[src/common/spt_pkg.sv]
// constants and types shared by the serial program and tx clocking block
`default_nettype none
package spt_pkg;
    // serial word and latch selection
    localparam int unsigned SPT_WORD_W = 32;
    localparam int unsigned SPT_NUM_LATCH = 4;
    localparam logic [1:0] SPT_SEL_REF = 2'h0;
    localparam logic [1:0] SPT_SEL_FREQ = 2'h1;
    localparam logic [1:0] SPT_SEL_MOD = 2'h2;
    localparam logic [1:0] SPT_SEL_FUNC = 2'h3;
    // field positions inside the latches
    localparam int unsigned SPT_CLKDIV_LSB = 19;
    localparam int unsigned SPT_CLKDIV_W = 4;
    localparam int unsigned SPT_XOSC_DIS_BIT = 18;
    localparam int unsigned SPT_CLKBUF_BIT = 4;
    localparam int unsigned SPT_MODE_LSB = 2;
    localparam int unsigned SPT_MODE_W = 3;
    localparam int unsigned SPT_RATE_LSB = 8;
    localparam int unsigned SPT_HALF_W = 16;
    localparam int unsigned SPT_MUXSEL_LSB = 28;
    localparam int unsigned SPT_MUXSEL_W = 3;
    // latch values after power-up: divide-by-16, buffer on, oscillator on
    localparam logic [31:0] SPT_REF_DEF = 32'h0040_0000;
    localparam logic [31:0] SPT_FREQ_DEF = 32'h0000_0001;
    localparam logic [31:0] SPT_MOD_DEF = 32'h0000_1902;
    localparam logic [31:0] SPT_FUNC_DEF = 32'h0000_0013;
    // modulation modes
    typedef enum logic [2:0] {
        SPT_FSK = 3'b000,
        SPT_GFSK = 3'b001,
        SPT_ASK = 3'b010,
        SPT_OOK = 3'b011,
        SPT_GOOK = 3'b101
    } spt_mode_t;
    // status multiplexer selections
    typedef enum logic [2:0] {
        SPT_MUX_LOW = 3'b000,
        SPT_MUX_LOCK = 3'b001,
        SPT_MUX_REG_READY = 3'b010,
        SPT_MUX_VMON = 3'b011,
        SPT_MUX_HIGH = 3'b100
    } spt_mux_t;
    // transmit clock states
    typedef enum logic [0:0] {
        SPT_TX_IDLE = 1'b0,
        SPT_TX_RUN = 1'b1
    } spt_tx_t;
    // bus register byte offsets
    localparam logic [7:0] SPT_OFF_REF = 8'h00;
    localparam logic [7:0] SPT_OFF_FREQ = 8'h04;
    localparam logic [7:0] SPT_OFF_MOD = 8'h08;
    localparam logic [7:0] SPT_OFF_FUNC = 8'h0C;
    localparam logic [7:0] SPT_OFF_IRQ_ST = 8'h10;
    localparam logic [7:0] SPT_OFF_IRQ_MASK = 8'h14;
    localparam logic [7:0] SPT_OFF_STATE = 8'h18;
    // interrupt bits
    localparam int unsigned SPT_IRQ_W = 4;
    localparam int unsigned SPT_IRQ_LOAD = 0;
    localparam int unsigned SPT_IRQ_TXBIT = 1;
    localparam int unsigned SPT_IRQ_LOCK = 2;
    localparam int unsigned SPT_IRQ_PDN = 3;
    localparam logic [SPT_IRQ_W-1:0] SPT_IRQ_MASK_DEF = 4'h0;
endpackage
`default_nettype wire

[src/common/spt_div_if.sv]
// control and output bundle of one enable-based clock divider
`default_nettype none
interface spt_div_if;
    logic run;
    logic [spt_pkg::SPT_HALF_W-1:0] half;
    logic level;
    logic rise;
    logic fall;
    modport ctl(output run, output half, input level, input rise, input fall);
    modport div(input run, input half, output level, output rise, output fall);
endinterface
`default_nettype wire

[src/verilog/spt_clk_div.sv]
// divider that toggles a level every half-period count of hclk cycles
`default_nettype none
module spt_clk_div
    import spt_pkg::*;
(
    input wire logic hclk,
    input wire logic hresetn,
    spt_div_if.div d
);
    typedef struct packed {
        logic [SPT_HALF_W-1:0] cnt;
        logic level;
        logic rise;
        logic fall;
    } spt_div_st_t;

    spt_div_st_t st;
    spt_div_st_t next_st;
    logic [SPT_HALF_W-1:0] limit;

    // a half count of zero behaves like one
    assign limit = (d.half == '0) ? '0 : d.half - 1'b1;

    // count, toggle and flag each edge; equal high and low times
    always_comb begin
        next_st = st;
        next_st.rise = 1'b0;
        next_st.fall = 1'b0;
        if (!d.run) begin
            next_st.cnt = '0;
            next_st.level = 1'b0;
        end else if (st.cnt >= limit) begin
            next_st.cnt = '0;
            next_st.level = ~st.level;
            next_st.rise = ~st.level;
            next_st.fall = st.level;
        end else begin
            next_st.cnt = st.cnt + 1'b1;
        end
    end

    always_ff @(posedge hclk or negedge hresetn) begin
        if (!hresetn) begin
            st <= '0;
        end else begin
            st <= next_st;
        end
    end

    assign d.level = st.level;
    assign d.rise = st.rise;
    assign d.fall = st.fall;
endmodule
`default_nettype wire

[src/verilog/spt_top.sv]
// serial load port, latches, tx bit clock, clock out and status mux
//
// What this block does
// - serial clock rise shifts data into 32 bits
// - word arrives msb first, low two bits select
// - load strobe rise copies word to latch
// - chip enable low powers down, clears values
// - bit clock frequency equals configured data rate
// - device samples tx data on rising edge
// - status output can show pll lock
// - status output offers regulator ready, voltage monitor
// - clock output is reference divided, 50:50
// - clock divide even 2 to 30, default 16
// - clock buffer enable bit set at power-up
// - oscillator runs while disable bit low
//
// Local design decisions: the register addresses and the AHB-Lite interface to the registers.
`default_nettype none
module spt_top
    import spt_pkg::*;
(
    input wire logic hclk,
    input wire logic hresetn,
    input wire logic hsel,
    input wire logic [31:0] haddr,
    input wire logic [1:0] htrans,
    input wire logic hwrite,
    input wire logic [2:0] hsize,
    input wire logic hready,
    input wire logic [31:0] hwdata,
    output logic [31:0] hrdata,
    output logic hreadyout,
    output logic hresp,
    output logic irq,
    input wire logic serial_clock,
    input wire logic serial_data,
    input wire logic load_strobe,
    input wire logic chip_enable,
    input wire logic tx_bit_in,
    input wire logic pll_lock_in,
    input wire logic regulator_ready_in,
    input wire logic voltage_monitor_in,
    output logic tx_bit_clock,
    output logic tx_bit_sampled,
    output logic tx_bit_valid,
    output logic status_mux_output,
    output logic divided_ref_clock_out,
    output logic crystal_osc_enable,
    output logic power_down
);
    import spt_pkg::*;

    typedef struct packed {
        logic [SPT_NUM_LATCH-1:0][SPT_WORD_W-1:0] latch;
        logic [SPT_WORD_W-1:0] shreg;
        logic sclk_q;
        logic load_q;
        logic ce_q;
        logic lock_q;
        spt_tx_t tx;
        logic tx_bit;
        logic tx_valid;
        logic [SPT_IRQ_W-1:0] irq_st;
        logic [SPT_IRQ_W-1:0] irq_mask;
        logic wr_pend;
        logic [7:0] wr_off;
        logic [31:0] rdata;
        logic mux_out;
        logic irq;
    } spt_st_t;

    spt_st_t st;
    spt_st_t next_st;

    spt_div_if ref_div();
    spt_div_if bit_div();

    logic sclk_rise;
    logic load_rise;
    logic addr_ok;
    logic gaussian;
    spt_mode_t mode;
    spt_mux_t mux_sel;
    logic [SPT_CLKDIV_W-1:0] clkdiv_field;
    logic [SPT_HALF_W-1:0] rate_half;
    logic clkbuf_en;
    logic xosc_dis_n;
    logic [SPT_IRQ_W-1:0] events;
    logic [SPT_IRQ_W-1:0] w1c;
    logic [31:0] rd_value;

    // pins are synchronous to hclk, so one stored copy finds the edges
    assign sclk_rise = serial_clock & ~st.sclk_q;
    assign load_rise = load_strobe & ~st.load_q;

    // configuration fields taken from the latches
    assign mode = spt_mode_t'(st.latch[SPT_SEL_MOD][SPT_MODE_LSB +: SPT_MODE_W]);
    assign rate_half = st.latch[SPT_SEL_MOD][SPT_RATE_LSB +: SPT_HALF_W];
    assign mux_sel = spt_mux_t'(st.latch[SPT_SEL_FUNC][SPT_MUXSEL_LSB +: SPT_MUXSEL_W]);
    assign clkbuf_en = st.latch[SPT_SEL_FUNC][SPT_CLKBUF_BIT];
    assign clkdiv_field = st.latch[SPT_SEL_REF][SPT_CLKDIV_LSB +: SPT_CLKDIV_W];
    assign xosc_dis_n = st.latch[SPT_SEL_REF][SPT_XOSC_DIS_BIT];
    assign gaussian = (mode == SPT_GFSK) || (mode == SPT_GOOK);

    // clock out divider: half period equals the field, ratio twice it
    assign ref_div.run = chip_enable & clkbuf_en & ~xosc_dis_n;
    assign ref_div.half = {{(SPT_HALF_W-SPT_CLKDIV_W){1'b0}}, clkdiv_field};

    // bit clock divider: one period per transmitted bit, stopped at once by power-down
    assign bit_div.run = (st.tx == SPT_TX_RUN) & chip_enable;
    assign bit_div.half = rate_half;

    spt_clk_div u_ref_div (
        .hclk(hclk),
        .hresetn(hresetn),
        .d(ref_div)
    );

    spt_clk_div u_bit_div (
        .hclk(hclk),
        .hresetn(hresetn),
        .d(bit_div)
    );

    // bus address phase decode
    assign addr_ok = hsel & hready & htrans[1];

    // read value chosen in the address phase, held in a flip-flop
    always_comb begin
        rd_value = 32'h0000_0000;
        case (haddr[7:0])
            SPT_OFF_REF: rd_value = st.latch[SPT_SEL_REF];
            SPT_OFF_FREQ: rd_value = st.latch[SPT_SEL_FREQ];
            SPT_OFF_MOD: rd_value = st.latch[SPT_SEL_MOD];
            SPT_OFF_FUNC: rd_value = st.latch[SPT_SEL_FUNC];
            SPT_OFF_IRQ_ST: rd_value = {{(32-SPT_IRQ_W){1'b0}}, st.irq_st};
            SPT_OFF_IRQ_MASK: rd_value = {{(32-SPT_IRQ_W){1'b0}}, st.irq_mask};
            SPT_OFF_STATE: rd_value = {26'h000_0000, st.mux_out, st.tx_bit, st.lock_q,
                                       bit_div.level, st.tx == SPT_TX_RUN, st.ce_q};
            default: rd_value = 32'h0000_0000;
        endcase
    end

    // events that set sticky status bits
    always_comb begin
        events = '0;
        events[SPT_IRQ_LOAD] = load_rise & chip_enable;
        events[SPT_IRQ_TXBIT] = bit_div.rise;
        events[SPT_IRQ_LOCK] = st.lock_q ^ pll_lock_in;
        events[SPT_IRQ_PDN] = st.ce_q & ~chip_enable;
    end

    // write-one-to-clear mask from the data phase of a status write
    assign w1c = (st.wr_pend && st.wr_off == SPT_OFF_IRQ_ST) ? hwdata[SPT_IRQ_W-1:0] : '0;

    // next state of the whole block
    always_comb begin
        next_st = st;
        next_st.sclk_q = serial_clock;
        next_st.load_q = load_strobe;
        next_st.ce_q = chip_enable;
        next_st.lock_q = pll_lock_in;
        next_st.tx_valid = 1'b0;

        // serial shift register and latch load
        if (!chip_enable) begin
            // power-down drops every programmed value
            next_st.shreg = '0;
            next_st.latch[SPT_SEL_REF] = SPT_REF_DEF;
            next_st.latch[SPT_SEL_FREQ] = SPT_FREQ_DEF;
            next_st.latch[SPT_SEL_MOD] = SPT_MOD_DEF;
            next_st.latch[SPT_SEL_FUNC] = SPT_FUNC_DEF;
        end else begin
            if (sclk_rise) begin
                // msb first, so new bits enter at the bottom
                next_st.shreg = {st.shreg[SPT_WORD_W-2:0], serial_data};
            end
            // only a strobe rise touches the latches
            if (load_rise) begin
                for (int i = 0; i < SPT_NUM_LATCH; i++) begin
                    if (st.shreg[1:0] == 2'(i)) begin
                        next_st.latch[i] = st.shreg;
                    end
                end
            end
        end

        // transmit bit clock state machine
        case (st.tx)
            SPT_TX_IDLE: begin
                if (chip_enable && gaussian) begin
                    next_st.tx = SPT_TX_RUN;
                end
            end
            SPT_TX_RUN: begin
                if (!chip_enable || !gaussian) begin
                    next_st.tx = SPT_TX_IDLE;
                end
            end
            default: begin
                next_st.tx = SPT_TX_IDLE;
            end
        endcase

        // sample host data at the rising bit clock edge, mid-bit
        // a rise in the first power-down cycle still samples with its valid pulse; otherwise power-down clears the bit
        if (bit_div.rise) begin
            next_st.tx_bit = tx_bit_in;
            next_st.tx_valid = 1'b1;
        end else if (!chip_enable) begin
            next_st.tx_bit = 1'b0;
        end

        // status multiplexer
        case (mux_sel)
            SPT_MUX_LOW: next_st.mux_out = 1'b0;
            SPT_MUX_LOCK: next_st.mux_out = pll_lock_in;
            SPT_MUX_REG_READY: next_st.mux_out = regulator_ready_in;
            SPT_MUX_VMON: next_st.mux_out = voltage_monitor_in;
            SPT_MUX_HIGH: next_st.mux_out = 1'b1;
            default: next_st.mux_out = 1'b0;
        endcase
        if (!chip_enable) begin
            next_st.mux_out = 1'b0;
        end

        // bus write takes effect in the data phase
        if (st.wr_pend && st.wr_off == SPT_OFF_IRQ_MASK) begin
            next_st.irq_mask = hwdata[SPT_IRQ_W-1:0];
        end
        next_st.wr_pend = addr_ok & hwrite;
        next_st.wr_off = haddr[7:0];
        if (addr_ok && !hwrite) begin
            next_st.rdata = rd_value;
        end

        // sticky status: a new event beats a clear in the same cycle
        next_st.irq_st = (st.irq_st & ~w1c) | events;
        next_st.irq = |(next_st.irq_st & next_st.irq_mask);
    end

    // the single state register
    always_ff @(posedge hclk or negedge hresetn) begin
        if (!hresetn) begin
            st <= '0;
            st.latch[SPT_SEL_REF] <= SPT_REF_DEF;
            st.latch[SPT_SEL_FREQ] <= SPT_FREQ_DEF;
            st.latch[SPT_SEL_MOD] <= SPT_MOD_DEF;
            st.latch[SPT_SEL_FUNC] <= SPT_FUNC_DEF;
            st.tx <= SPT_TX_IDLE;
            st.irq_mask <= SPT_IRQ_MASK_DEF;
        end else begin
            st <= next_st;
        end
    end

    // bus answers at once and always okay
    assign hreadyout = 1'b1;
    assign hresp = 1'b0;
    assign hrdata = st.rdata;
    assign irq = st.irq;

    // pin outputs
    assign tx_bit_clock = bit_div.level;
    assign tx_bit_sampled = st.tx_bit;
    assign tx_bit_valid = st.tx_valid;
    assign status_mux_output = st.mux_out;
    assign divided_ref_clock_out = ref_div.level;
    assign crystal_osc_enable = chip_enable & ~xosc_dis_n;
    assign power_down = ~chip_enable;
endmodule
`default_nettype wire

[config.mk]
export PLATFORM = sky130hd
export DESIGN_NAME = spt_top
export DESIGN_NICKNAME = d
export VERILOG_FILES = /design/src/common/spt_pkg.sv /design/src/common/spt_div_if.sv /design/src/verilog/spt_clk_div.sv /design/src/verilog/spt_top.sv
export SDC_FILE = /design/constraint.sdc
export NUM_CORES = 1
export LEC_CHECK = 0
export BUFFER_PORTS_ARGS = -buffer_cell sky130_fd_sc_hd__buf_2
export CAP_MARGIN = 30
export CORE_MARGIN = 4
export CORE_UTILIZATION = 30
export DETAILED_ROUTE_END_ITERATION = 10
export GPL_TIMING_DRIVEN = 0
export SLEW_MARGIN = 20
export SYNTH_ARGS = -nofsm -noshare
export SYNTH_HDL_FRONTEND = slang
export SYNTH_SLANG_ARGS = --single-unit
[constraint.sdc]
create_clock -name hclk -period 8.51 [get_ports hclk]
set_input_delay 0.851 -clock hclk [delete_from_list [all_inputs] [get_ports hclk]]
set_output_delay 0.851 -clock hclk [all_outputs]
set_load 0.1 [all_outputs]
==> results.cfg, run 1 <==
[clocking]
cts_tree = built
clockRootBuffer = sky130_fd_sc_hd__clkbuf_16
ctsHoldBuffers = 0
cts.sink_count = 253
post-cts-setup-buffer-count = 0
clock_latency_of_the_later_clocked_register_in_the_worst_skew_pair_ns = 0.54
cts_max_level = 1
post_cts_resized = 0
cts.clk_slew.worst_paths_ns = 0.06
inserted_clock_buffers = 27
cts.path.max_buffers = 3

[sta]
final_critical_path_setup_slack_ns = 4.830
tightest_slew_ns = 0.7328
timing.final.crit_period_ns = 3.680
fin_crit_sh_pct = 43.25
timing.max_slew.rel_slack_pct = 51.15
clock-skew-final_ns = 0.01304
slew_viol_final = 0
finalSetupTns_ns = 0
timing.fmax_mhz = 271.7
final-hold-violation-count = 0
rsz0062_at_grt = no
finalSetupViolCount = 0

[global_route]
grt_antenna_before_repair = 1
grt_pass1_vias = 9519
grt_first_pass_wirelength_um = 51830
grt_remaining_overflow = 0
grt_max_degree = 94
gr-usage-all-layers_pct = 14.37

[routing]
drt_pass_1_iters = 5
drc_violations = 0
final_antenna_net_count = 0
detail_route.wl_per_cell_um = 16.64
drt_wl_total_um = 32340
drt-vias-per-instance = 4.927
initialDrtViolationCount = 741
routed-via-count = 9579

[logic_synthesis]
async_reset_ff_share_pct = 100.0
synth.avg_cell_area_um2 = 9.487
ys_seq_elements = 253
syn_inst = 1291
ys_dominant_reg_cell = sky130_fd_sc_hd__dfrtp_1
post_synth_cell_types = 64
synth_sequential_area_ratio_pct = 51.78
syn-cell-area_um2 = 12250
synth_enable_flop_cells = 0
yosysWarnings = 0
synth_area_leader_cell = sky130_fd_sc_hd__dfrtp_1
post_synth_main_area_contributors = sky130_fd_sc_hd__dfrtp_1 (50%), sky130_fd_sc_hd__nand2_1 (9.9%), sky130_fd_sc_hd__a21oi_1 (4.5%)
synthDominantCellAreaShare_pct = 49.85

[die]
chipHeight_um = 210.1
starting_density_pct = 30.62
die-width_um = 210.1
design.die.area_um2 = 44120
placeableCoreArea_um2 = 40010
floorplan.io_pins = 124
std_cell_rows = 73

[worst_setup_path]
crit_path_start_kind = flip-flop
critical_path_class = flip-flop to flip-flop
r2r_setup_slack_ns = 4.83
worst_ep_arrival_time_ns = 4.14
cp_max_fo = 10
worst_path_required_ns = 8.97
critical_path.endpoint_type = flip-flop

[placement]
buffer_ports.inserted = 65
dp_slack_ns = 4.769
place.detailed.hpwl_um = 24120
globalplace.congestion = 0.8326

[cells_and_area]
areaGrowthSynthToFinish_pct = 16.65
nets = 1519
layout_common_cells = sky130_fd_sc_hd__nand2_1 (322), sky130_fd_sc_hd__dfrtp_1 (244), sky130_fd_sc_hd__a21oi_1 (110)
layout-drive-gt1-share_pct = 13.39
antenna_cells = 0
layout_commonest_cell = sky130_fd_sc_hd__nand2_1

[pwr]
power-per-cell-area_nw_per_um2 = 180.6
static_power_due_to_leakage_nw = 6.283
p_total_mw = 2.580
peakVddDrop_mv = 0.09792

[status]
status = finished, final reports clean

[worst_hold_path]
hold_class = input port to asynchronous set/reset pin

[run]
drv.max_cap_violation_count = 0
[routing by layer]
layer	routed length [um]	GRT usage, %	up-vias
met2	15470	24.32	199
met1	14720	19.54	4704
met3	1477	1.979	42
met4	660	3.758	2
li1	-	-	4632
met5	7	0	-
[cells in the mapped netlist, types with 6 or more instances]
cell                       instances
sky130_fd_sc_hd__ha_1             36
sky130_fd_sc_hd__buf_4            34
sky130_fd_sc_hd__nand2b_1          7
sky130_fd_sc_hd__nor3_1           15
sky130_fd_sc_hd__mux2_2            6
sky130_fd_sc_hd__a22o_1           29
sky130_fd_sc_hd__o22ai_1          26
sky130_fd_sc_hd__o21ai_0          72
sky130_fd_sc_hd__nand4_1          10
sky130_fd_sc_hd__xor2_1           26
sky130_fd_sc_hd__nor2b_1           8
sky130_fd_sc_hd__and3_1           11
sky130_fd_sc_hd__a22oi_1          27
sky130_fd_sc_hd__a21oi_1         110
sky130_fd_sc_hd__xnor2_1          15
sky130_fd_sc_hd__nor2_1           66
sky130_fd_sc_hd__dfrtp_1         244
sky130_fd_sc_hd__inv_1            14
sky130_fd_sc_hd__mux2i_1          33
sky130_fd_sc_hd__buf_2            11
sky130_fd_sc_hd__clkbuf_1         60
sky130_fd_sc_hd__dfstp_2           9
sky130_fd_sc_hd__nand3_1          23
sky130_fd_sc_hd__nand2_1         322
[critical path: stages (launching register included)]
cell,delay (ns)
sky130_fd_sc_hd__dfrtp_1,0.36
sky130_fd_sc_hd__clkbuf_1,0.19
sky130_fd_sc_hd__nor4_2,0.51
sky130_fd_sc_hd__nand3_1,0.22
sky130_fd_sc_hd__nor3_1,0.22
sky130_fd_sc_hd__xor2_1,0.18
sky130_fd_sc_hd__nand2_1,0.08
sky130_fd_sc_hd__ha_1,0.32
sky130_fd_sc_hd__a21oi_1,0.14
sky130_fd_sc_hd__o21ai_0,0.12
sky130_fd_sc_hd__a22oi_1,0.42
sky130_fd_sc_hd__nand3b_1,0.36
sky130_fd_sc_hd__clkbuf_1,0.32
sky130_fd_sc_hd__nor2_1,0.16
[power by group]
part | internal [mW] | switching [mW]
logic | 0.0320 | 0.104
clock network | 0.751 | 0.478
registers | 1.21 | 0.00500
total | 1.99 | 0.587
[area by class of cell]
cell class	instances	area, um2
well taps	525	656.9
inverters	15	56.30
clock inverters	12	166.4
multi-input cells	927	5348
clock buffers	35	765.7
plain buffers	108	546.8
flip-flops and latches	253	6342
repair buffers	69	405.4
fillers	4050	25720
[worst paths after layout]
| kind | from | end | depth (start not counted) |
|---|---|---|---|
| setup / recovery | bit_div.half[2]$_DFFE_PN0P_ | u_bit_div.st[11]$_DFF_PN0_ | 13 |
| hold / removal | hresetn | st[42]$_DFF_PN0_ | 1 |
| setup reg to reg | bit_div.half[2]$_DFFE_PN0P_ | u_bit_div.st[11]$_DFF_PN0_ | 13 |
| hold reg to reg | u_bit_div.d.rise$_DFF_PN0_ | tx_bit_valid$_DFF_PN0_ | 0 |
| max in group asynchronous | hresetn | st[72]$_DFFE_PN0P_ | 2 |
| min in group hclk | haddr[2] | st[36]$_DFF_PN0_ | 1 |
[per-stage QoR]
| stage | util [%] | instance area (um2) | hold WS (ns) | cells |
|---|---|---|---|---|
| 6_report | 35.71 | 14290 | 0.2737 | 1944 |
| 2_1_floorplan | - | 12290 | 0.3907 | 1303 |
| 5_1_grt | 35.71 | 14290 | 0.3221 | 1944 |
| 4_1_cts | 35.71 | 14290 | 0.3068 | 1944 |
| 3_5_place_dp | 33.38 | 13360 | 0.4284 | 1897 |
| 3_3_place_gp | 33.18 | 13280 | 0.4259 | 1893 |
[flip-flops by register name (all words and copies together), names as in the netlist]
signal,count
hrdata,32
st,155
u_bit_div.st,16
u_ref_div.d.level,1
bit_div.half,16
u_bit_div.d.level,1
tx_bit_valid,1
u_bit_div.d.rise,1
clkbuf_en,1
u_ref_div.st,16
clkdiv_field,4
mux_sel,3
status_mux_output,1
irq,1
tx_bit_sampled,1
mode,3
[logic make-up after synthesis]
logic type	count (synthesis)	share of synthesized area (%)
AO/OA/AOI/OAI	299	14.99
XOR/XNOR	41	2.932
adder cells (fa/ha/maj)	36	3.678
buffers and inverters	123	4.924
flip-flops	253	51.78
multiplexers	43	3.984
other	2	0.06132
AND/OR/NAND/NOR	494	17.65
Power figures use the tool's default switching activity.
==> run 2, diff against run 1 <==
ABC_AREA = 1   (was not set)
clock period = 3 ns   (was 8.51 ns; I/O delays follow)
==> results.cfg, run 2 <==
[logic_synthesis]
synthDominantCellAreaShare_pct = 49.63
ys_seq_elements = 253
yosysWarnings = 0
muxShareOfSynthArea_pct = 0
syn-cell-area_um2 = 12300
post_synth_main_area_contributors = sky130_fd_sc_hd__dfrtp_1 (50%), sky130_fd_sc_hd__nand2_1 (14%), sky130_fd_sc_hd__o21ai_0 (6.7%)
post_synth_cell_types = 42
netlist_top_cells_count = sky130_fd_sc_hd__nand2_1 (450), sky130_fd_sc_hd__dfrtp_1 (244), sky130_fd_sc_hd__o21ai_0 (164), sky130_fd_sc_hd__nand3_1 (147), sky130_fd_sc_hd__nor2_1 (102)
adder_cell_area_share_of_the_yosys_netlist_pct = 3.662
ys_dominant_reg_cell = sky130_fd_sc_hd__dfrtp_1
post_synthesis_compound_gate_area_fraction_pct = 8.584
yosys.area_share.simple_pct = 26.34
synth_sequential_area_ratio_pct = 51.56
synth_top_family_by_area = simple AND/OR/NAND/NOR gates
synthMostInstantiatedCell = sky130_fd_sc_hd__nand2_1
synth.avg_cell_area_um2 = 8.403
xor_xnor_portion_of_the_synthesized_cell_area_pct = 2.278
syn_inst = 1464
async_reset_ff_share_pct = 100.0
synth_area_leader_cell = sky130_fd_sc_hd__dfrtp_1
synth_enable_flop_cells = 0

[die]
die-width_um = 210.5
chipHeight_um = 210.5
starting_density_pct = 30.68
placeableCoreArea_um2 = 40100
std_cell_rows = 73
design.die.area_um2 = 44310
floorplan.io_pins = 124

[run]
drv.max_cap_violation_count = 0

[cells_and_area]
layout-drive-gt1-share_pct = 14.95
nets = 1714
regMostFlops = st
layout_common_cells = sky130_fd_sc_hd__nand2_1 (449), sky130_fd_sc_hd__dfrtp_1 (244), sky130_fd_sc_hd__o21ai_0 (164)
largest_register_ffs = 155
areaGrowthSynthToFinish_pct = 19.58
antenna_cells = 0
layout_commonest_cell = sky130_fd_sc_hd__nand2_1

[routing]
routed-via-count = 10470
final_antenna_net_count = 0
detail_route.wl_per_cell_um = 16.22
drt-vias-per-instance = 4.883
initialDrtViolationCount = 832
drt_pass_1_iters = 7
drc_violations = 0
drt_wl_total_um = 34770

[placement]
globalplace.congestion = 0.8705
place.detailed.hpwl_um = 24190
buffer_ports.inserted = 65

[sta]
finalSetupTns_ns = 0
fin_crit_sh_pct = 91.41
final-hold-violation-count = 0
finalSetupViolCount = 0
clock-skew-final_ns = 0.01739
rsz0062_at_grt = no
slew_viol_final = 0
timing.final.crit_period_ns = 2.742
timing.fmax_mhz = 364.6
tightest_slew_ns = 0.8685
timing.max_slew.rel_slack_pct = 41.89

[worst_setup_path]
crit_path_start_kind = flip-flop
critical_path_class = flip-flop to flip-flop
critical_path.endpoint_type = flip-flop
cp_max_fo = 10
r2r_setup_slack_ns = 0.26
worst_ep_arrival_time_ns = 3.18
worst_path_required_ns = 3.44

[global_route]
grt_first_pass_wirelength_um = 56770
grt_pass1_vias = 10590
grt_antenna_before_repair = 0
grt_max_degree = 98
grt_remaining_overflow = 0
gr-usage-all-layers_pct = 15.68

[worst_hold_path]
hold_class = input port to flip-flop

[clocking]
cts.path.max_buffers = 3
inserted_clock_buffers = 29
cts_tree = built
cts.sink_count = 253
cts.clk_slew.worst_paths_ns = 0.06
clockRootBuffer = sky130_fd_sc_hd__clkbuf_16
clock_latency_of_the_later_clocked_register_in_the_worst_skew_pair_ns = 0.57
cts_max_level = 1

[pwr]
static_power_due_to_leakage_nw = 7.266
peakVddDrop_mv = 0.3986
power-per-cell-area_nw_per_um2 = 538.2
p_total_mw = 7.918

[status]
status = finished, final reports clean
run 2: cell types whose count changed in the layout (fill, tap and decap cells not counted), moves of 37 or more:
cell                       delta
sky130_fd_sc_hd__o21ai_0     +92
sky130_fd_sc_hd__a21oi_1     -90
sky130_fd_sc_hd__nand2_1    +127
sky130_fd_sc_hd__clkbuf_1    -37
sky130_fd_sc_hd__inv_1       +60
sky130_fd_sc_hd__nand3_1    +124
run 2: final timing paths:
| kind | start | cells after the start | to |
|---|---|---|---|
| min in group asynchronous | hresetn | 2 | hrdata[7]$_DFFE_PN0P_ |
| hold / removal | hwdata[3] | 3 | st[46]$_DFF_PN0_ |
| hold reg to reg | st[186]$_DFFE_PN1P_ | 2 | st[186]$_DFFE_PN1P_ |
| setup reg to reg | bit_div.half[0]$_DFFE_PN1P_ | 11 | u_bit_div.st[6]$_DFF_PN0_ |
| max in group asynchronous | hresetn | 4 | clkbuf_en$_DFFE_PN1P_ |
| setup / recovery | bit_div.half[0]$_DFFE_PN1P_ | 11 | u_bit_div.st[6]$_DFF_PN0_ |
run 2: cells by family (layout without fill, tap and decap cells):
| logic type | after synthesis | after routing |
|---|---|---|
| xor+xnor | 32 | 32 |
| other cells | 2 | 14 |
| buf+inv | 180 | 322 |
| simple gates | 760 | 761 |
| flops | 253 | 253 |
| fa+ha+maj | 36 | 36 |
| compound gates | 201 | 201 |
run 2: cell type report:
type,instances,area [um2]
buffer,99,620.6
clock inverter,16,252.7
sequential,253,6342
fill,4083,25390
inverter,80,300.3
clock buffer,38,799.5
tap,525,656.9
multi-input combinational,1044,5115
timing repair buffer,89,623.1
run 2: timing repair:
action / 4_1_cts / 5_1_grt
pin swaps: 0 / 2
hold buffers: 19 / 0
setup endpoints to repair: 16 / 16
setup buffers: 0 / 2
gates cloned: 0 / 1
hold endpoints to repair: 64 / 0
resized for setup: 4 / 2
run 2: report_power, final:
group | switching [mW] | internal, mW
combinational | 0.413 | 0.159
clock | 1.48 | 2.40
sequential | 0.0209 | 3.45
total | 1.91 | 6.01
run 2: per-stage QoR:
stage | instance area, um2 | cells | util (%) | hold WS [ns] | setup slack (ns)
2_1_floorplan | 12350 | 1476 | - | 0.004409 | 0.5084
4_1_cts | 14680 | 2141 | 36.60 | 0.01736 | 0.1010
3_5_place_dp | 13420 | 2069 | 33.47 | 0.2345 | -0.2645
3_3_place_gp | 13330 | 2066 | 33.24 | 0.4229 | -3.022
5_1_grt | 14710 | 2144 | 36.69 | 0.04456 | 0.009588
6_report | 14710 | 2144 | 36.69 | 0.04445 | 0.2576
run 2: routing by layer:
layer  global-route usage [%]  part of all wire (%)
met5                        0                     0
met1                    21.86                    46
met4                    4.851                   3.0
met2                    25.31                    46
met3                    2.456                   5.4
run 2: critical path, stage by stage (launching register included):
cell,delay (ns)
sky130_fd_sc_hd__dfstp_2,0.56
sky130_fd_sc_hd__inv_1,0.10
sky130_fd_sc_hd__ha_1,0.25
sky130_fd_sc_hd__nand4_1,0.14
sky130_fd_sc_hd__clkbuf_2,0.24
sky130_fd_sc_hd__nand3_1,0.13
sky130_fd_sc_hd__ha_1,0.29
sky130_fd_sc_hd__nand2_1,0.08
sky130_fd_sc_hd__nor4_2,0.36
sky130_fd_sc_hd__nand2_2,0.19
sky130_fd_sc_hd__nand3_2,0.22
sky130_fd_sc_hd__nor2_1,0.06
